### src/design/cmtm_consts.svh
`ifndef CMTM_CONSTS_SVH
`define CMTM_CONSTS_SVH

// Register word offsets on the Avalon-MM slave
`define CMTM_OFS_CTRL      4'h0
`define CMTM_OFS_MATCH_A   4'h1
`define CMTM_OFS_MATCH_B   4'h2
`define CMTM_OFS_CMD       4'h3
`define CMTM_OFS_STATUS    4'h4
`define CMTM_OFS_ERT_A     4'h5
`define CMTM_OFS_ERT_B     4'h6
`define CMTM_OFS_CAPT_A    4'h7
`define CMTM_OFS_CAPT_B    4'h8

// Control register fields
`define CMTM_CTRL_MODE_LSB 0
`define CMTM_CTRL_EDGA_LSB 2
`define CMTM_CTRL_EDGB_LSB 4
`define CMTM_CTRL_TBA_BIT  6
`define CMTM_CTRL_TBB_BIT  7
`define CMTM_CTRL_GEA_BIT  8
`define CMTM_CTRL_GEB_BIT  9

// Command register bits (write one to act)
`define CMTM_CMD_CLR_HA    0
`define CMTM_CMD_CLR_HB    1
`define CMTM_CMD_CLR_EA    2
`define CMTM_CMD_CLR_EB    3
`define CMTM_CMD_START     4
`define CMTM_CMD_END       5
`define CMTM_CMD_RESELECT  6
`define CMTM_CMD_DIS_A     7
`define CMTM_CMD_DIS_B     8

// Edge select encodings
`define CMTM_EDGE_NONE     2'h0
`define CMTM_EDGE_RISE     2'h1
`define CMTM_EDGE_FALL     2'h2
`define CMTM_EDGE_ANY      2'h3

// Unmapped read value
`define CMTM_UNMAPPED_RD   32'h0

`endif

### src/design/cmtm_pkg.sv
package cmtm_pkg;

  typedef enum logic [1:0] {
    CMTM_SINGLE_COMPARE_TWO_EDGE_MODE          = 2'h0,
    CMTM_DUAL_COMPARE_ONE_EDGE_MODE            = 2'h1,
    CMTM_DUAL_COMPARE_TWO_EDGE_MODE            = 2'h2,
    CMTM_ANY_COMPARE_NONBLOCKING_ONE_EDGE_MODE = 2'h3
  } cmtm_mode_e;

  typedef enum logic [1:0] {
    CMTM_BUS_IDLE = 2'b01,
    CMTM_BUS_DONE = 2'b10
  } cmtm_bus_e;

  typedef struct packed {
    logic [3:0]  address;
    logic        read;
    logic        write;
    logic [31:0] writedata;
  } cmtm_avm_req_s;

  typedef struct packed {
    logic [31:0] readdata;
    logic        waitrequest;
  } cmtm_avm_rsp_s;

  typedef struct packed {
    logic compare_hit_latch_a;
    logic compare_hit_latch_b;
    logic edge_latch_unit_a;
    logic edge_latch_unit_b;
  } cmtm_latch_s;

endpackage : cmtm_pkg

### src/design/cmtm_channel.sv
`timescale 1ns/1ps
`include "cmtm_consts.svh"

// What this block does
// - Request on first or second edge by mode
// - Unrequesting edge latch still sets, decodes
// - Unit B edge armed after unit A edge
// - Single-compare two-edge: hit A requests too
// - Early hit captures each unit's time base
// - Thread start copies captures, samples latches
// - Edge A before hit keeps edge capture
// - Hit blocked once both edges seen
// - Later edges untouched until reselect refresh
// - Uncaptured edge latch requests after thread
// - Dual-compare one-edge: second hit requests
// - Edge blocks all later hits
// - Edge captures both units' time bases
// - Dual two-edge: first events silent, edge A
// - Edge capture never overwritten by hit
// - Second edge sets B, requests, blocks
// - Both hits first: second hit requests
// - Any-compare mode: first hit also requests
// - Second hit before edge also requests
// - Uncleared other hit requests after thread
// - Blocked >= hit refires after edge cleared
// - Hits off until compare register written
module cmtm_channel #(
  parameter int TB_W = 24
) (
  // Clock and reset
  input  wire logic                   clk_sys,
  input  wire logic                   nrst,
  // Avalon-MM slave
  input  wire cmtm_pkg::cmtm_avm_req_s avm_req,
  output cmtm_pkg::cmtm_avm_rsp_s      avm_rsp,
  // Pin and time bases
  input  wire logic                   pin_in,
  input  wire logic [TB_W-1:0]        time_base_counter_1,
  input  wire logic [TB_W-1:0]        time_base_counter_2,
  // Scheduler side
  output logic                        service_request,
  output logic                        vector_compare_a_or_edge_b,
  output logic                        vector_compare_b_or_edge_a,
  output cmtm_pkg::cmtm_latch_s       latch_view
);
  import cmtm_pkg::*;

  typedef struct packed {
    cmtm_bus_e             bus;
    logic [31:0]           rdata;
    logic [9:0]            ctrl;
    logic [TB_W-1:0]       match_a;
    logic [TB_W-1:0]       match_b;
    logic                  en_a;
    logic                  en_b;
    cmtm_latch_s           lat;
    cmtm_latch_s           snap;
    logic [TB_W-1:0]       capt_a;
    logic [TB_W-1:0]       capt_b;
    logic [TB_W-1:0]       ert_a;
    logic [TB_W-1:0]       ert_b;
    logic                  in_thread;
    logic                  pin_d;
    logic                  sr;
    logic                  vab;
    logic                  vba;
  } cmtm_state_s;

  cmtm_state_s st_reg;
  cmtm_state_s st_next;

  cmtm_mode_e      mode;
  logic [1:0]      edge_sel_a;
  logic [1:0]      edge_sel_b;
  logic [TB_W-1:0] tb_a;
  logic [TB_W-1:0] tb_b;
  logic            cmp_a;
  logic            cmp_b;
  logic            edge_a;
  logic            edge_b;
  logic            hit_a;
  logic            hit_b;
  logic            rise;
  logic            fall;
  logic            two_edge;
  logic            acc;
  logic            wr;
  logic [31:0]     cmd;

  function automatic logic edge_hit(input logic [1:0] sel, input logic r, input logic f);
    edge_hit = (sel == `CMTM_EDGE_RISE && r) || (sel == `CMTM_EDGE_FALL && f) ||
               (sel == `CMTM_EDGE_ANY && (r || f));
  endfunction : edge_hit

  always_comb begin
    st_next    = st_reg;
    mode       = cmtm_mode_e'(st_reg.ctrl[`CMTM_CTRL_MODE_LSB +: 2]);
    edge_sel_a = st_reg.ctrl[`CMTM_CTRL_EDGA_LSB +: 2];
    edge_sel_b = st_reg.ctrl[`CMTM_CTRL_EDGB_LSB +: 2];
    tb_a       = st_reg.ctrl[`CMTM_CTRL_TBA_BIT] ? time_base_counter_2 : time_base_counter_1;
    tb_b       = st_reg.ctrl[`CMTM_CTRL_TBB_BIT] ? time_base_counter_2 : time_base_counter_1;
    cmp_a      = st_reg.ctrl[`CMTM_CTRL_GEA_BIT] ? (tb_a >= st_reg.match_a) : (tb_a == st_reg.match_a);
    cmp_b      = st_reg.ctrl[`CMTM_CTRL_GEB_BIT] ? (tb_b >= st_reg.match_b) : (tb_b == st_reg.match_b);
    rise       = pin_in && !st_reg.pin_d;
    fall       = !pin_in && st_reg.pin_d;
    two_edge   = (mode == CMTM_SINGLE_COMPARE_TWO_EDGE_MODE) || (mode == CMTM_DUAL_COMPARE_TWO_EDGE_MODE);
    st_next.pin_d = pin_in;
    edge_a = !st_reg.lat.edge_latch_unit_a && edge_hit(edge_sel_a, rise, fall);
    edge_b = st_reg.lat.edge_latch_unit_a && !st_reg.lat.edge_latch_unit_b && edge_hit(edge_sel_b, rise, fall);
    hit_a = st_reg.en_a && !st_reg.lat.compare_hit_latch_a && cmp_a;
    hit_b = st_reg.en_b && !st_reg.lat.compare_hit_latch_b && cmp_b &&
            (mode != CMTM_SINGLE_COMPARE_TWO_EDGE_MODE);
    if (mode == CMTM_SINGLE_COMPARE_TWO_EDGE_MODE && st_reg.lat.edge_latch_unit_b)
      hit_a = 1'b0;
    // Cleared edge unblocks a >= hit
    if ((mode == CMTM_DUAL_COMPARE_ONE_EDGE_MODE || mode == CMTM_ANY_COMPARE_NONBLOCKING_ONE_EDGE_MODE) &&
        st_reg.lat.edge_latch_unit_a) begin
      hit_a = 1'b0;
      hit_b = 1'b0;
    end
    if (mode == CMTM_DUAL_COMPARE_TWO_EDGE_MODE && st_reg.lat.edge_latch_unit_b) begin
      hit_a = 1'b0;
      hit_b = 1'b0;
    end
    // Hit captures before edge; never over an edge capture
    if ((hit_a || hit_b) && !st_reg.lat.edge_latch_unit_a) begin
      if (mode == CMTM_SINGLE_COMPARE_TWO_EDGE_MODE) begin
        st_next.capt_a = tb_a;
        st_next.capt_b = tb_b;
      end else begin
        if (hit_a)
          st_next.capt_a = tb_a;
        if (hit_b)
          st_next.capt_b = tb_b;
      end
    end
    // Hit after edge A only loads B
    if ((hit_a || hit_b) && st_reg.lat.edge_latch_unit_a && !st_reg.lat.edge_latch_unit_b &&
        (mode == CMTM_SINGLE_COMPARE_TWO_EDGE_MODE || hit_b))
      st_next.capt_b = tb_b;
    // Edge A captures per mode; both two-edge modes only A
    if (edge_a) begin
      st_next.capt_a = tb_a;
      if (!two_edge)
        st_next.capt_b = tb_b;
    end
    if (edge_b)
      st_next.capt_b = tb_b;
    if (edge_a)
      st_next.lat.edge_latch_unit_a = 1'b1;
    if (edge_b)
      st_next.lat.edge_latch_unit_b = 1'b1;
    if (hit_a)
      st_next.lat.compare_hit_latch_a = 1'b1;
    if (hit_b)
      st_next.lat.compare_hit_latch_b = 1'b1;

    // Bus slave: one wait cycle, then answer
    acc = avm_req.read || avm_req.write;
    wr  = 1'b0;
    cmd = avm_req.writedata;
    case (st_reg.bus)
      CMTM_BUS_IDLE: begin
        if (acc) begin
          st_next.bus = CMTM_BUS_DONE;
          if (avm_req.address == `CMTM_OFS_CTRL)
            st_next.rdata = {22'h0, st_reg.ctrl};
          else if (avm_req.address == `CMTM_OFS_MATCH_A)
            st_next.rdata = 32'(st_reg.match_a);
          else if (avm_req.address == `CMTM_OFS_MATCH_B)
            st_next.rdata = 32'(st_reg.match_b);
          else if (avm_req.address == `CMTM_OFS_STATUS)
            st_next.rdata = {26'h0, st_reg.in_thread, st_reg.sr, st_reg.lat};
          else if (avm_req.address == `CMTM_OFS_ERT_A)
            st_next.rdata = 32'(st_reg.ert_a);
          else if (avm_req.address == `CMTM_OFS_ERT_B)
            st_next.rdata = 32'(st_reg.ert_b);
          else if (avm_req.address == `CMTM_OFS_CAPT_A)
            st_next.rdata = 32'(st_reg.capt_a);
          else if (avm_req.address == `CMTM_OFS_CAPT_B)
            st_next.rdata = 32'(st_reg.capt_b);
          else
            st_next.rdata = `CMTM_UNMAPPED_RD;
        end
      end
      CMTM_BUS_DONE: begin
        st_next.bus = CMTM_BUS_IDLE;
        wr = avm_req.write;
      end
      default: st_next.bus = CMTM_BUS_IDLE;
    endcase
    if (wr) begin
      if (avm_req.address == `CMTM_OFS_CTRL)
        st_next.ctrl = avm_req.writedata[9:0];
      else if (avm_req.address == `CMTM_OFS_MATCH_A) begin
        st_next.match_a    = avm_req.writedata[TB_W-1:0];
        st_next.en_a       = 1'b1;
      end else if (avm_req.address == `CMTM_OFS_MATCH_B) begin
        st_next.match_b    = avm_req.writedata[TB_W-1:0];
        st_next.en_b       = 1'b1;
      end else if (avm_req.address == `CMTM_OFS_CMD) begin
        // Clears lose to a same-cycle set
        if (cmd[`CMTM_CMD_CLR_HA] && !hit_a)
          st_next.lat.compare_hit_latch_a = 1'b0;
        if (cmd[`CMTM_CMD_CLR_HB] && !hit_b)
          st_next.lat.compare_hit_latch_b = 1'b0;
        if (cmd[`CMTM_CMD_CLR_EA] && !edge_a)
          st_next.lat.edge_latch_unit_a = 1'b0;
        if (cmd[`CMTM_CMD_CLR_EB] && !edge_b)
          st_next.lat.edge_latch_unit_b = 1'b0;
        if (cmd[`CMTM_CMD_DIS_A])
          st_next.en_a = 1'b0;
        if (cmd[`CMTM_CMD_DIS_B])
          st_next.en_b = 1'b0;
        if (cmd[`CMTM_CMD_START] && !st_reg.in_thread) begin
          st_next.in_thread = 1'b1;
          st_next.ert_a     = st_reg.capt_a;
          st_next.ert_b     = st_reg.capt_b;
          st_next.snap      = st_reg.lat;
        end
        if (cmd[`CMTM_CMD_RESELECT] && st_reg.in_thread) begin
          st_next.ert_a = st_reg.capt_a;
          st_next.ert_b = st_reg.capt_b;
          st_next.snap  = st_reg.lat;
        end
        if (cmd[`CMTM_CMD_END])
          st_next.in_thread = 1'b0;
      end
    end

    // Request on pending latches; held off during a thread
    // Edge request by mode; hit A alone in single-compare, either hit in any-compare, both hits otherwise
    st_next.sr = 1'b0;
    if (!st_reg.in_thread) begin
      if (two_edge ? st_reg.lat.edge_latch_unit_b : st_reg.lat.edge_latch_unit_a)
        st_next.sr = 1'b1;
      case (mode)
        CMTM_SINGLE_COMPARE_TWO_EDGE_MODE:
          if (st_reg.lat.compare_hit_latch_a)
            st_next.sr = 1'b1;
        CMTM_ANY_COMPARE_NONBLOCKING_ONE_EDGE_MODE:
          if (st_reg.lat.compare_hit_latch_a || st_reg.lat.compare_hit_latch_b)
            st_next.sr = 1'b1;
        default:
          if (st_reg.lat.compare_hit_latch_a && st_reg.lat.compare_hit_latch_b)
            st_next.sr = 1'b1;
      endcase
    end
    st_next.vab = st_next.sr && (st_reg.lat.compare_hit_latch_a || st_reg.lat.edge_latch_unit_b);
    st_next.vba = st_next.sr && (st_reg.lat.compare_hit_latch_b || st_reg.lat.edge_latch_unit_a);
  end

  always_ff @(posedge clk_sys or negedge nrst) begin
    if (!nrst) begin
      st_reg     <= '0;
      st_reg.bus <= CMTM_BUS_IDLE;
    end else begin
      st_reg <= st_next;
    end
  end

  always_comb begin
    avm_rsp.readdata    = st_reg.rdata;
    avm_rsp.waitrequest = st_reg.bus != CMTM_BUS_DONE;
  end
  assign service_request            = st_reg.sr;
  assign vector_compare_a_or_edge_b = st_reg.vab;
  assign vector_compare_b_or_edge_a = st_reg.vba;
  assign latch_view                 = st_reg.snap;

  a_edge_b_order: assert property (@(posedge clk_sys) disable iff (!nrst)
    $rose(st_reg.lat.edge_latch_unit_b) |-> $past(st_reg.lat.edge_latch_unit_a))
    else $error("edge B latched before edge A");
  a_thread_copy: assert property (@(posedge clk_sys) disable iff (!nrst)
    $rose(st_reg.in_thread) |-> st_reg.ert_a == $past(st_reg.capt_a) && st_reg.snap == $past(st_reg.lat))
    else $error("changeover copy wrong");
  a_no_req_thread: assert property (@(posedge clk_sys) disable iff (!nrst)
    st_reg.in_thread |=> !st_reg.sr)
    else $error("request during thread");
  a_edge_capture: assert property (@(posedge clk_sys) disable iff (!nrst)
    st_reg.lat.edge_latch_unit_a && $stable(st_reg.lat.edge_latch_unit_a) && !edge_b
    && !(st_reg.lat.edge_latch_unit_b == 1'b0 && (hit_a || hit_b)) |=> $stable(st_reg.capt_a))
    else $error("edge capture overwritten");
  a_hit_block: assert property (@(posedge clk_sys) disable iff (!nrst)
    mode == CMTM_DUAL_COMPARE_ONE_EDGE_MODE && st_reg.lat.edge_latch_unit_a |-> !hit_a && !hit_b)
    else $error("hit after edge");
  a_hit_enable: assert property (@(posedge clk_sys) disable iff (!nrst)
    !st_reg.en_a |=> !$rose(st_reg.lat.compare_hit_latch_a))
    else $error("disabled hit latched");
  a_dual_req: assert property (@(posedge clk_sys) disable iff (!nrst)
    mode == CMTM_DUAL_COMPARE_ONE_EDGE_MODE && !st_reg.in_thread && st_reg.lat.compare_hit_latch_a
    && !st_reg.lat.compare_hit_latch_b && !st_reg.lat.edge_latch_unit_a |=> !st_reg.sr)
    else $error("first hit requested");
  a_any_req: assert property (@(posedge clk_sys) disable iff (!nrst)
    mode == CMTM_ANY_COMPARE_NONBLOCKING_ONE_EDGE_MODE && !st_reg.in_thread
    && st_reg.lat.compare_hit_latch_b |=> st_reg.sr)
    else $error("any hit not requested");
  a_edge_req_one: assert property (@(posedge clk_sys) disable iff (!nrst)
    !st_reg.in_thread && !two_edge && st_reg.lat.edge_latch_unit_a |=> st_reg.sr)
    else $error("first edge not requested");
  a_edge_req_two: assert property (@(posedge clk_sys) disable iff (!nrst)
    !st_reg.in_thread && two_edge && st_reg.lat.edge_latch_unit_b |=> st_reg.sr)
    else $error("second edge not requested");
  a_first_quiet: assert property (@(posedge clk_sys) disable iff (!nrst)
    mode == CMTM_DUAL_COMPARE_TWO_EDGE_MODE && !st_reg.lat.edge_latch_unit_b
    && !(st_reg.lat.compare_hit_latch_a && st_reg.lat.compare_hit_latch_b) |=> !st_reg.sr)
    else $error("first event requested");
  a_single_hit_req: assert property (@(posedge clk_sys) disable iff (!nrst)
    mode == CMTM_SINGLE_COMPARE_TWO_EDGE_MODE && !st_reg.in_thread
    && st_reg.lat.compare_hit_latch_a |=> st_reg.sr)
    else $error("hit A not requested");
  a_both_edge_block: assert property (@(posedge clk_sys) disable iff (!nrst)
    mode == CMTM_SINGLE_COMPARE_TWO_EDGE_MODE && st_reg.lat.edge_latch_unit_b |-> !hit_a)
    else $error("hit after both edges");
  a_second_edge_block: assert property (@(posedge clk_sys) disable iff (!nrst)
    mode == CMTM_DUAL_COMPARE_TWO_EDGE_MODE && st_reg.lat.edge_latch_unit_b |-> !hit_a && !hit_b)
    else $error("hit after second edge");
  a_hit_capture: assert property (@(posedge clk_sys) disable iff (!nrst)
    mode == CMTM_SINGLE_COMPARE_TWO_EDGE_MODE && hit_a && !st_reg.lat.edge_latch_unit_a
    |=> st_reg.capt_a == $past(tb_a) && st_reg.capt_b == $past(tb_b))
    else $error("hit capture wrong");
  a_edge_capture_both: assert property (@(posedge clk_sys) disable iff (!nrst)
    (mode == CMTM_DUAL_COMPARE_ONE_EDGE_MODE || mode == CMTM_ANY_COMPARE_NONBLOCKING_ONE_EDGE_MODE) && edge_a
    |=> st_reg.capt_a == $past(tb_a) && st_reg.capt_b == $past(tb_b))
    else $error("edge capture of both bases wrong");
  a_edge_b_capture: assert property (@(posedge clk_sys) disable iff (!nrst)
    edge_b |=> st_reg.lat.edge_latch_unit_b && st_reg.capt_b == $past(tb_b))
    else $error("edge B capture wrong");
  a_ert_hold: assert property (@(posedge clk_sys) disable iff (!nrst)
    st_reg.in_thread |=> $stable(st_reg.ert_a) || st_reg.ert_a == $past(st_reg.capt_a))
    else $error("engine time changed in thread");
  a_ge_refire: assert property (@(posedge clk_sys) disable iff (!nrst)
    mode == CMTM_ANY_COMPARE_NONBLOCKING_ONE_EDGE_MODE && st_reg.ctrl[`CMTM_CTRL_GEA_BIT] && st_reg.en_a
    && !st_reg.lat.compare_hit_latch_a && !st_reg.lat.edge_latch_unit_a && tb_a >= st_reg.match_a
    |=> st_reg.lat.compare_hit_latch_a)
    else $error("unblocked hit did not refire");
endmodule : cmtm_channel

### config.mk
export PLATFORM = sky130hd
export DESIGN_NAME = cmtm_channel
export DESIGN_NICKNAME = d
export VERILOG_FILES = /design/src/design/cmtm_pkg.sv /design/src/design/cmtm_channel.sv
export VERILOG_INCLUDE_DIRS = /design/src /design/src/design
export SDC_FILE = /design/constraint.sdc
export NUM_CORES = 1
export LEC_CHECK = 0
export BUFFER_PORTS_ARGS = -buffer_cell sky130_fd_sc_hd__buf_2
export CAP_MARGIN = 20
export CORE_MARGIN = 2
export CORE_UTILIZATION = 30
export DETAILED_ROUTE_END_ITERATION = 10
export GPL_ROUTABILITY_DRIVEN = 0
export PLACE_DENSITY_LB_ADDON = 0.3
export SLEW_MARGIN = 15
export SYNTH_ARGS = -nofsm -noshare
export SYNTH_HDL_FRONTEND = slang
export SYNTH_SLANG_ARGS = --single-unit
### constraint.sdc
create_clock -name clk_sys -period 4.9 [get_ports clk_sys]
set_clock_uncertainty 0.2 [all_clocks]
set_input_delay 0.245 -clock clk_sys [delete_from_list [all_inputs] [get_ports clk_sys]]
set_output_delay 0.245 -clock clk_sys [all_outputs]
set_load 0.005 [all_outputs]
==> reports/summary.txt, run 1 <==
=======================================================================================
Vias per cell                                                                     4.950
Highest-count cells in the layout ignoring fill and taps                   sky130_fd_sc_hd__dfrtp_1 (194), sky130_fd_sc_hd__nand2_1 (128), sky130_fd_sc_hd__mux2_2 (123)
Flip-flop count of the largest register after layout                                158
Depth of the worst register-to-register path                                         11
Instance area at placement                                                  0.01138 mm²
Die extent in y                                                                191.2 µm
Final cycle utilization of the critical path                                     88.75%
Final TNS setup                                                                    0 ps
Launch instance of the worst min-delay path                                time_base_counter_1[0]
Max incr delay on CP                                                             940 ps
Maximum count of clock buffers along a single path                                    2
Row Count                                                                            68
Count of port buffers added during placement                                        112
Antenna violation net count after detailed routing                                    0
Number of nets in the layout                                                       1241
Post-Synthesis Mean Instance Area                                             10.65 µm²
Clock insertion delay at the later pin of the skew report                        440 ps
Synthesized area                                                            0.01051 mm²
Wire length of the first global-routing pass                                   47270 µm
Kind of start point of the critical path                                           flop
Critical path endpoint category                                                    flop
Cells on Worst Hold Path                                                              3
DR DRC count                                                                          0
Signal arrival time at the worst endpoint                                       4470 ps
Number of max-cap violations                                                          0
Total Die Area                                                              0.03655 mm²
Share of synthesized registers carrying an async set or reset                    100.0%
Worst-Margin Slew                                                              957.5 ps
Leftover overflow at the end of global routing                                        0
Worst Hold Class                                                              in -> reg
Area added between synthesis and finish                                          17.58%
Worst flop-to-flop path startpoint                                          st_reg[165]
Floorplan die width                                                            191.2 µm
Fmax                                                                         0.2299 GHz
Total I/O pin count                                                                 129
Reg-to-Reg End                                                               st_reg[54]
Post-detail-place hpwl                                                         21400 µm
Kind of critical path                                                        reg -> reg
Number of gates resized after CTS                                                     0
Flip-flop and latch count after synthesis                                           195
Flip-flop cell with the highest count after synthesis                      sky130_fd_sc_hd__dfrtp_1
Post-CTS Repair Setup Buffers                                                         0
Most frequent standard cell in the layout excluding fill and tap cells     sky130_fd_sc_hd__dfrtp_1
PwrDens                                                                    452.6 mW/mm²
Total wirelength of the detailed-routed design                                 30690 µm
Pin count of the biggest net entering global routing                                109
Share of final-layout standard cells stronger than drive strength 1              29.19%
Post-layout minimum cycle time                                                  4349 ps
Via total after detailed routing                                                   7762
Maximum fanout encountered on the critical timing path                               19
Setup repair after global routing missed its margin                               false
Total number of H-tree levels                                                         4
Master cell of the clock root buffer                                       sky130_fd_sc_hd__clkbuf_16
Floorplan core area                                                         0.03454 mm²
Count of different cell masters after synthesis                                      56
Total count of max-transition violations in the final report                          0
Clk sink count                                                                      195
Antenna violations before repair                                                      3
Cell breakdown of the critical path                                        buf_4, mux2_2, ha_1, nand2_1, o21ai_0, nand2_1, o21ai_1, a41oi_2, o21ai_4, buf_12, mux2_2
Sequential share of the synthesized area                                         46.43%
Filler cell count                                                                  3508
Register-to-register setup slack                                                 550 ps
Final hold violation count                                                            0
Number of enable-type register cells in the synthesized netlist                       0
Final design instance area without fill                                     0.01236 mm²
Via count of the first global-routing pass                                         7867
Yosys Warn Count                                                                      0
Required time of the critical path                                              5020 ps
Drt pass-1 iters                                                                      5
Syn Inst Count                                                                      987
Headroom to the max-slew limit                                                   36.17%
TritonCTS clock tree                                                              built
Clock-pin slew on the worst setup and hold paths                                  70 ps
Final Hold Slack                                                               14.22 ps
Worst hold path endpoint                                                     st_reg[53]
Global-route usage over all layers                                               17.29%
Num CTS Buffers                                                                      17
Slowest library cell on the worst path                                     sky130_fd_sc_hd__dfrtp_1
WL/cell                                                                        19.57 µm
Setup violations, final                                                               0
Peak ir drop on the vdd network                                               0.2899 mV
Number of violations reported at the end of detailed-routing iteration 0            494
Starting density of the core                                                     30.43%
Reported leakage power                                                      0.005841 µW
Result of the run                                                             completed
=======================================================================================
[Yosys cell counts (6+ instances only)]
master,count,share of area (%)
sky130_fd_sc_hd__clkbuf_1,42,1.5
sky130_fd_sc_hd__a21oi_1,40,1.9
sky130_fd_sc_hd__nand4_1,6,0.36
sky130_fd_sc_hd__o21ai_0,96,4.6
sky130_fd_sc_hd__a31oi_1,7,0.42
sky130_fd_sc_hd__mux2_2,123,13
sky130_fd_sc_hd__mux2i_1,7,0.67
sky130_fd_sc_hd__buf_4,36,2.6
sky130_fd_sc_hd__nand2_1,129,4.6
sky130_fd_sc_hd__nor2_1,27,0.96
sky130_fd_sc_hd__mux2_4,28,4.0
sky130_fd_sc_hd__inv_1,60,2.1
sky130_fd_sc_hd__nor3_1,6,0.29
sky130_fd_sc_hd__dfrtp_1,194,46
sky130_fd_sc_hd__ha_1,54,6.4
sky130_fd_sc_hd__a221oi_1,19,1.6
sky130_fd_sc_hd__a22oi_1,45,3.2
[through the flow]
step | instances | util [%] | setup WS (ps) | total power [µW]
5_1_grt | 1567 | 35.77 | 381.4 | 5985
3_3_place_gp | 1493 | 32.94 | 575.0 | 4174
2_1_floorplan | 994 | - | 1280 | 3680
4_1_cts | 1565 | 35.76 | 594.0 | 5649
3_5_place_dp | 1493 | 32.94 | 588.9 | 4212
6_report | 1568 | 35.78 | 551.2 | 5594
[worst max-delay path by stage]
stage	from	end	slack [ps]	cells past startpoint
2_1_floorplan	st_reg[166]	st_reg[57]	1280	12
3_3_place_gp	st_reg[165]	st_reg[76]	570	11
3_5_place_dp	st_reg[165]	st_reg[66]	590	11
4_1_cts	st_reg[165]	st_reg[54]	590	11
5_1_grt	st_reg[165]	st_reg[54]	380	11
6_report	st_reg[165]	st_reg[54]	550	11
[kinds of logic (layout without fill, tap and decap cells)]
logic type | after synthesis | count (layout) | synth area share, %
fa+ha+maj | 54 | 54 | 6.428
buf+inv | 147 | 263 | 6.951
mux | 158 | 158 | 17.84
flops | 195 | 195 | 46.44
other cells | 1 | 11 | 0.03568
simple gates | 194 | 194 | 7.856
compound gates | 238 | 238 | 14.45
[per-layer routing]
layer	vias up	track usage (%)	share of wire, %	routed length, µm
met2	187	27.65	47	14320
met1	3872	24.06	48	14630
met4	0	4.822	1.4	444
met5	-	0	0	0
li1	3680	-	-	-
met3	23	2.901	4.2	1283
[area by class of cell]
| type | count | area [µm²] | area share [%] |
|---|---|---|---|
| Antenna cell | 3 | 7.507 | 0.06074 |
| Clock buffer | 23 | 488.0 | 3.948 |
| Clock inverter | 8 | 76.32 | 0.6175 |
| Inverter | 60 | 225.2 | 1.822 |
| Multi-Input combinational cell | 652 | 4965 | 40.17 |
| Sequential cell | 195 | 4881 | 39.49 |
| Tap cell | 455 | 569.3 | 4.606 |
| Timing Repair Buffer | 172 | 1147 | 9.283 |
[repair_timing]
| item | in CTS | in global routing |
|---|---|---|
| setup endpoints to repair | 0 | 0 |
| endpoints found under the hold margin | 178 | 0 |
| hold buffers | 41 | 0 |
[worst max-delay path, delay by kind of cell (launching register included)]
kind	cells	cell delay, ps
compound gates	4	1290
fa+ha+maj	1	300
buf+inv	2	570
flops	1	940
mux	2	720
simple gates	2	190
[where the power goes]
part | total, µW | switching (µW) | internal [µW]
clock network | 1370 | 622 | 752
registers | 2500 | 391 | 2110
logic | 1720 | 879 | 837
total | 5590 | 1890 | 3700
No activity file was read; power rests on OpenSTA's default activity.
==> run 2: changes to the inputs <==
- ABC_AREA: not set -> 1
==> reports/summary.txt, run 2 <==
=======================================================================================
Post-synthesis cell type with the largest combined area                    sky130_fd_sc_hd__dfrtp_1
Flip-flop cell with the highest count after synthesis                      sky130_fd_sc_hd__dfrtp_1
Critical path endpoint category                                                    flop
PwrDens                                                                    476.9 mW/mm²   +5.4%
Signal arrival time at the worst endpoint                                       3820 ps   -650 ps
Total I/O pin count                                                                 129   unchanged
Number of enable-type register cells in the synthesized netlist                       0   unchanged
Slowest library cell on the worst path                                     sky130_fd_sc_hd__nand2_2
Fmax                                                                         0.2746 GHz   +19%
Post-CTS Repair Setup Buffers                                                         0   unchanged
Cell family with the largest share of critical-path delay                  simple AND/OR/NAND/NOR gates
DR DRC count                                                                          0   unchanged
Post-detail-place hpwl                                                         22970 µm   +7.4%
Maximum count of clock buffers along a single path                                    2   unchanged
Adder-cell share of the synthesized area                                         6.228%   -0.20 points
Headroom to the max-slew limit                                                   33.68%   -2.5 points
Count of different cell masters after synthesis                                      44   -21%
Share of final-layout standard cells stronger than drive strength 1              15.29%   -14 points
Clk sink count                                                                      195   unchanged
Total number of H-tree levels                                                         4   unchanged
Kind of critical path                                                        reg -> reg
Peak ir drop on the vdd network                                               0.2485 mV   -14%
Reg area                                                                   0.004881 mm²   unchanged
Layout Utilization                                                               35.16%   -0.62 points
Diodes inserted                                                                       0   -3
Clock insertion delay at the later pin of the skew report                        450 ps   about the same
Filler cell count                                                                  3825   +9.0%
Post-synthesis xor/xnor area fraction                                                0%   unchanged
Cell breakdown of the critical path                                        buf_4, o21ai_0, ha_1, nand2_2, nor2_4, nand4_2, nor2_2, nand2_1, nand3_2, nand2_2, a21boi_2, nand2_1, nand2_2, buf_12, nand2_1, o21ai_1
Area of combinational cells with multiple inputs                           0.004721 mm²   -4.9%
Total count of max-transition violations in the final report                          0   unchanged
Yosys Warn Count                                                                      0   unchanged
TritonCTS clock tree                                                              built
Pin count of the biggest net entering global routing                                125   +15%
Synth Area in Compound Gates                                                     18.10%   +3.6 points
Row Count                                                                            69   +1.5%
Result of the run                                                             completed
Max incr delay on CP                                                             520 ps   -420 ps
Drt pass-1 iters                                                                      5   unchanged
Total wirelength of the detailed-routed design                                 32180 µm   +4.9%
Starting density of the core                                                     30.50%   +0.069 points
Share of synthesized registers carrying an async set or reset                    100.0%   unchanged
Synthesized area                                                            0.01085 mm²   +3.2%
Multiplexer area fraction after synthesis                                       0.4152%   -17 points
Final cycle utilization of the critical path                                     74.31%   -14 points
Wire length of the first global-routing pass                                   50580 µm   +7.0%
Syn Inst Count                                                                     1371   +39%
Highest-count cells in the layout ignoring fill and taps                   sky130_fd_sc_hd__nand2_1 (351), sky130_fd_sc_hd__dfrtp_1 (194), sky130_fd_sc_hd__inv_1 (177)
Required time of the critical path                                              5070 ps   +50 ps
Most used standard cell by instance count after synthesis                  sky130_fd_sc_hd__nand2_1
Number of nets in the layout                                                       1602   +29%
Post-layout minimum cycle time                                                  3641 ps   -707.6 ps
Setup violations, final                                                               0   unchanged
Flip-flop count of the largest register after layout                                158   unchanged
Ranking of synthesized cells by instance count                             sky130_fd_sc_hd__nand2_1 (351), sky130_fd_sc_hd__dfrtp_1 (194), sky130_fd_sc_hd__inv_1 (177)
Number of violations reported at the end of detailed-routing iteration 0            632   +28%
Via count of the first global-routing pass                                         8967   +14%
Post-Synthesis Mean Instance Area                                             7.912 µm²   -26%
Leftover overflow at the end of global routing                                        0   unchanged
Largest cells by area after synthesis                                      sky130_fd_sc_hd__dfrtp_1 (45%), sky130_fd_sc_hd__nand2_1 (12%), sky130_fd_sc_hd__o21ai_0 (8.1%)
Antenna violations before repair                                                      0   -3
Total Die Area                                                              0.03770 mm²   +3.1%
Antenna violation net count after detailed routing                                    0   unchanged
Number of max-cap violations                                                          0   unchanged
Most frequent standard cell in the layout excluding fill and tap cells     sky130_fd_sc_hd__nand2_1
Floorplan die width                                                            194.2 µm   +1.6%
Clock-pin slew on the worst setup and hold paths                                  80 ps   about the same
Setup repair after global routing missed its margin                               false
Combinational family with the most area after synthesis                    simple AND/OR/NAND/NOR gates
Die extent in y                                                                194.2 µm   +1.6%
Via total after detailed routing                                                   9174   +18%
Kind of start point of the critical path                                           flop
Sequential share of the synthesized area                                         44.99%   -1.4 points
Area fraction of the dominant cell type after synthesis                          44.75%   -1.4 points
Worst-Margin Slew                                                              994.8 ps   +37.26 ps
Flip-flop and latch count after synthesis                                           195   unchanged
Global-route usage over all layers                                               17.25%   -0.037 points
Number of gates resized after CTS                                                     0   unchanged
Reported leakage power                                                      0.006123 µW   +4.8%
Num CTS Buffers                                                                      17   unchanged
Vias per cell                                                                     4.746   -4.1%
Simple-gate share of the synthesized area                                        18.42%   +11 points
Worst Hold Class                                                              in -> reg
Final hold violation count                                                            0   unchanged
WL/cell                                                                        16.65 µm   -15%
Final TNS setup                                                                    0 ps   unchanged
Hold-fix buffer count after cts                                                      28   -32%
Count of port buffers added during placement                                        112   unchanged
Floorplan core area                                                         0.03557 mm²   +3.0%
Maximum fanout encountered on the critical timing path                               37   +18
Area added between synthesis and finish                                          15.27%
Master cell of the clock root buffer                                       sky130_fd_sc_hd__clkbuf_16
Buf/Inv on CP                                                                         2   unchanged
=======================================================================================
==> run 2: cell count changes after synthesis, moves of 42 or more <==
cell and delta:
sky130_fd_sc_hd__nand2_1 +222, sky130_fd_sc_hd__mux2_2 -123, sky130_fd_sc_hd__inv_1 +117, sky130_fd_sc_hd__o21ai_0 +80, sky130_fd_sc_hd__o21ai_1 +54, sky130_fd_sc_hd__a22oi_1 -42
==> run 2: where the power goes <==
group / total [µW] / leakage (µW) / internal [µW] / switching (µW)
Clock: 1450 / 0.000279 / 769 / 682
Combinational: 2120 / 0.00331 / 777 / 1350
Sequential: 2390 / 0.00253 / 2100 / 290
==> run 2: layout make-up <==
cell class,count,share of cell area (%)
Clock inverter,14,1.321
Timing Repair Buffer,157,8.145
Inverter,190,5.703
Multi-Input combinational cell,898,37.75
Clock buffer,18,3.432
Sequential cell,195,39.03
Tap cell,461,4.613
==> run 2: per-layer routing <==
metal  routed length (µm)  vias to the layer above  track usage [%]
met1                15070                     4378            23.43
met5                    0                        -                0
met2                15640                      198            29.19
met3                 1092                       24            2.105
met4                  378                        0            4.237
li1                     -                     4574                -
==> run 2: cell families after synthesis <==
group,after synthesis
compound gates,351
fa+ha+maj,54
buf+inv,285
flops,195
mux,4
other cells,1
simple gates,481
==> run 2: per-stage QoR <==
stage                     hold WS (ps)  instance area (µm²)  total power (µW)  setup slack [ps]  std cells
after floorplan                 -250.6                10870              3915              2394       1378
after global placement           110.4                11620              4473              1311       1872
after detailed placement         115.2                11620              4522              1275       1872
after CTS                        12.09                12490              6010              1244       1932
after global routing             44.93                12500              6444             978.2       1933
final                            13.64                12500              5964              1259       1933
==> run 2: tightest hold or removal path: cells and delay by family <==
family | cells | cell delay (ps)
and+or+nand+nor | 2 | 120
buffers and inverters | 1 | 100
AOI/OAI and AO/OA | 2 | 160
==> run 2: path summary, 6_finish.rpt <==
kind                                         from           to  slack (ps)  depth (start not counted)
min                        time_base_counter_2[5]   st_reg[82]          10                          5
min in group asynchronous                    nrst  avm_rsp[19]         170                          2
max reg2reg                           st_reg[165]  st_reg[100]        1260                         16
max                                   st_reg[165]  st_reg[100]        1260                         16
max in group asynchronous                    nrst   avm_rsp[5]        3130                          3
min reg2reg                           avm_rsp[20]  avm_rsp[20]         280                          2
==> run 3: changes to the inputs <==
- ABC_AREA: 1 -> 0
- clock period: 4.9 -> 3.1 ns (I/O delays scaled with it)
==> reports/summary.txt, run 3 (synthesis gave the netlist of run 1 again) <==
=======================================================================================
Total count of max-transition violations in the final report                          0   unchanged
Post-detail-place hpwl                                                         23430 µm   +2.0%
Total I/O pin count                                                                 129   unchanged
Number of nets in the layout                                                       1347   -16%
Kind of critical path                                                        reg -> reg
Global-route usage over all layers                                               18.82%   +1.6 points
Filler cell count                                                                  3411   -11%
Slowest library cell on the worst path                                     sky130_fd_sc_hd__or4_1
TritonCTS clock tree                                                              built
Via total after detailed routing                                                   8380   -8.7%
Num CTS Buffers                                                                      17   unchanged
Die extent in y                                                                191.2 µm   -1.5%
Area added between synthesis and finish                                          29.70%
Max incr delay on CP                                                             510 ps   about the same
Diodes inserted                                                                       0   unchanged
Fmax                                                                         0.2854 GHz   +3.9%
Total wirelength of the detailed-routed design                                 33710 µm   +4.7%
Antenna violations before repair                                                      0   unchanged
Maximum fanout encountered on the critical timing path                               14   -62%
Critical path endpoint category                                                    flop
Via count of the first global-routing pass                                         8466   -5.6%
Starting density of the core                                                     30.43%   -0.069 points
Peak ir drop on the vdd network                                               0.4435 mV   +78%
Worst-Margin Slew                                                              946.6 ps   -48.18 ps
Post-layout minimum cycle time                                                  3504 ps   -136.9 ps
Number of violations reported at the end of detailed-routing iteration 0            594   -6.0%
Wire length of the first global-routing pass                                   51120 µm   +1.1%
Floorplan core area                                                         0.03454 mm²   -2.9%
Crit path setup slack, layout                                                 -404.2 ps   -1663 ps
Drt pass-1 iters                                                                      4   -1
Clock-pin slew on the worst setup and hold paths                                  90 ps   about the same
Kind of start point of the critical path                                           flop
Failing checks                                                             negative setup slack
Final hold violation count                                                            0   unchanged
Master cell of the clock root buffer                                       sky130_fd_sc_hd__clkbuf_16
Layout Utilization                                                               39.47%   +4.3 points
PwrDens                                                                    692.3 mW/mm²   +45%
Antenna violation net count after detailed routing                                    0   unchanged
Vias per cell                                                                     5.012   +5.6%
Most frequent standard cell in the layout excluding fill and tap cells     sky130_fd_sc_hd__dfrtp_1
Final Hold Slack                                                             0.06639 ps   -13.58 ps
Floorplan die width                                                            191.2 µm   -1.5%
Pin count of the biggest net entering global routing                                 85   -32%
Maximum count of clock buffers along a single path                                    2   unchanged
Flip-flop count of the largest register after layout                                158   unchanged
WL/cell                                                                        20.16 µm   +21%
Count of port buffers added during placement                                        112   unchanged
Signal arrival time at the worst endpoint                                       3640 ps   -180 ps
Total Die Area                                                              0.03655 mm²   -3.0%
Number of max-cap violations                                                          0   unchanged
Reported leakage power                                                      0.006436 µW   +5.1%
Share of final-layout standard cells stronger than drive strength 1              33.53%   +18 points
Clock insertion delay at the later pin of the skew report                        460 ps   about the same
Clk sink count                                                                      195   unchanged
Cell family with the largest share of critical-path delay                  simple AND/OR/NAND/NOR gates
Buf/Inv on CP                                                                         2   unchanged
Headroom to the max-slew limit                                                   36.89%   +3.2 points
Leftover overflow at the end of global routing                                        0   unchanged
DR DRC count                                                                          0   unchanged
Highest-count cells in the layout ignoring fill and taps                   sky130_fd_sc_hd__dfrtp_1 (193), sky130_fd_sc_hd__nand2_1 (127), sky130_fd_sc_hd__buf_2 (111)
Total number of H-tree levels                                                         4   unchanged
Final cycle utilization of the critical path                                     113.0%   +39 points
Setup repair after global routing missed its margin                                true
Worst Hold Class                                                              in -> reg
Row Count                                                                            68   -1.4%
Setup violations, final                                                              48   +48
Required time of the critical path                                              3240 ps   -1830 ps
Critical path's most frequent cell                                         sky130_fd_sc_hd__mux2_2
Result of the run                                                          complete, but fails checks
Cell breakdown of the critical path                                        buf_4, mux2_2, ha_1, nand4_1, nor2_1, a21oi_1, or4_1, a32o_2, o21ai_4, buf_12, mux2_2
=======================================================================================
run 3: cell types whose count changed in the layout (fill, tap and decap cells not counted), sizes merged, moves of 7 or more:
| cell | delta |
|---|---|
| o21ai | -149 |
| nand2 | -244 |
| nor2 | -31 |
| o2111ai | -14 |
| a21oi | -11 |
| mux2 | +147 |
| a221oi | +18 |
| inv | -130 |
| mux2i | +7 |
| a22oi | +42 |
| dlygate4sd3 | +54 |
| buf | +67 |
| o211ai | -13 |
| nand3 | -33 |
run 3: path summary, 6_finish.rpt:
path | startpoint | endpoint | slack (ps) | cells after the start
setup / recovery | st_reg[166] | st_reg[63] | -400 | 11
hold / removal | avm_req[33] | st_reg[201] | 0.07 | 3
setup reg to reg | st_reg[166] | st_reg[63] | -400 | 11
hold reg to reg | avm_rsp[9] | avm_rsp[9] | 280 | 1
max in group asynchronous | nrst | st_reg[134] | 1680 | 3
min in group asynchronous | nrst | st_reg[58] | 130 | 2
run 3: report_power, final:
| part | total (µW) | switching (µW) | internal (µW) |
|---|---|---|---|
| clock | 2250 | 1150 | 1090 |
| sequential | 3920 | 582 | 3340 |
| combinational | 3270 | 1610 | 1660 |
run 3: layer usage:
| metal | vias to the layer above | routed length [µm] | track usage, % |
|---|---|---|---|
| met4 | 0 | 453 | 4.497 |
| met2 | 227 | 15550 | 29.72 |
| met3 | 28 | 1695 | 3.580 |
| li1 | 3895 | - | - |
| met5 | - | 0 | 0 |
| met1 | 4230 | 16010 | 26.56 |
run 3: worst min-delay path: stages:
cell and delay (ps):
sky130_fd_sc_hd__buf_2 80, sky130_fd_sc_hd__o211ai_1 70, sky130_fd_sc_hd__buf_4 290
run 3: through the flow:
stage	setup slack, ps	power, µW	instance area [µm²]	std cells	TNS (ps)
final	-404.2	9438	13630	1672	-14380
after CTS	-388.0	9461	13600	1669	-15150
after detailed placement	-433.9	6920	11910	1546	-18360
after global routing	-506.6	10040	13630	1672	-19000
after floorplan	-138.0	5899	10680	994	-2351
after global placement	-378.3	6865	11910	1546	-16310
run 3: final cells by class:
class	instances	area, µm²	share of cell area [%]
flip-flops and latches	195	4882	35.81
well taps	455	569.3	4.176
clock inverters	14	141.4	1.037
clock buffers	18	439.2	3.221
inverters	60	225.2	1.652
repair buffers	278	2192	16.08
multi-input cells	652	5184	38.02
run 3: what timing repair did:
action	CTS	global route
hold endpoints to repair	182	0
gates resized for setup	35	7
hold buffers	82	0
cloned	2	0
buffers inserted	7	4
endpoints found under the setup margin	48	48
pin swaps	10	2
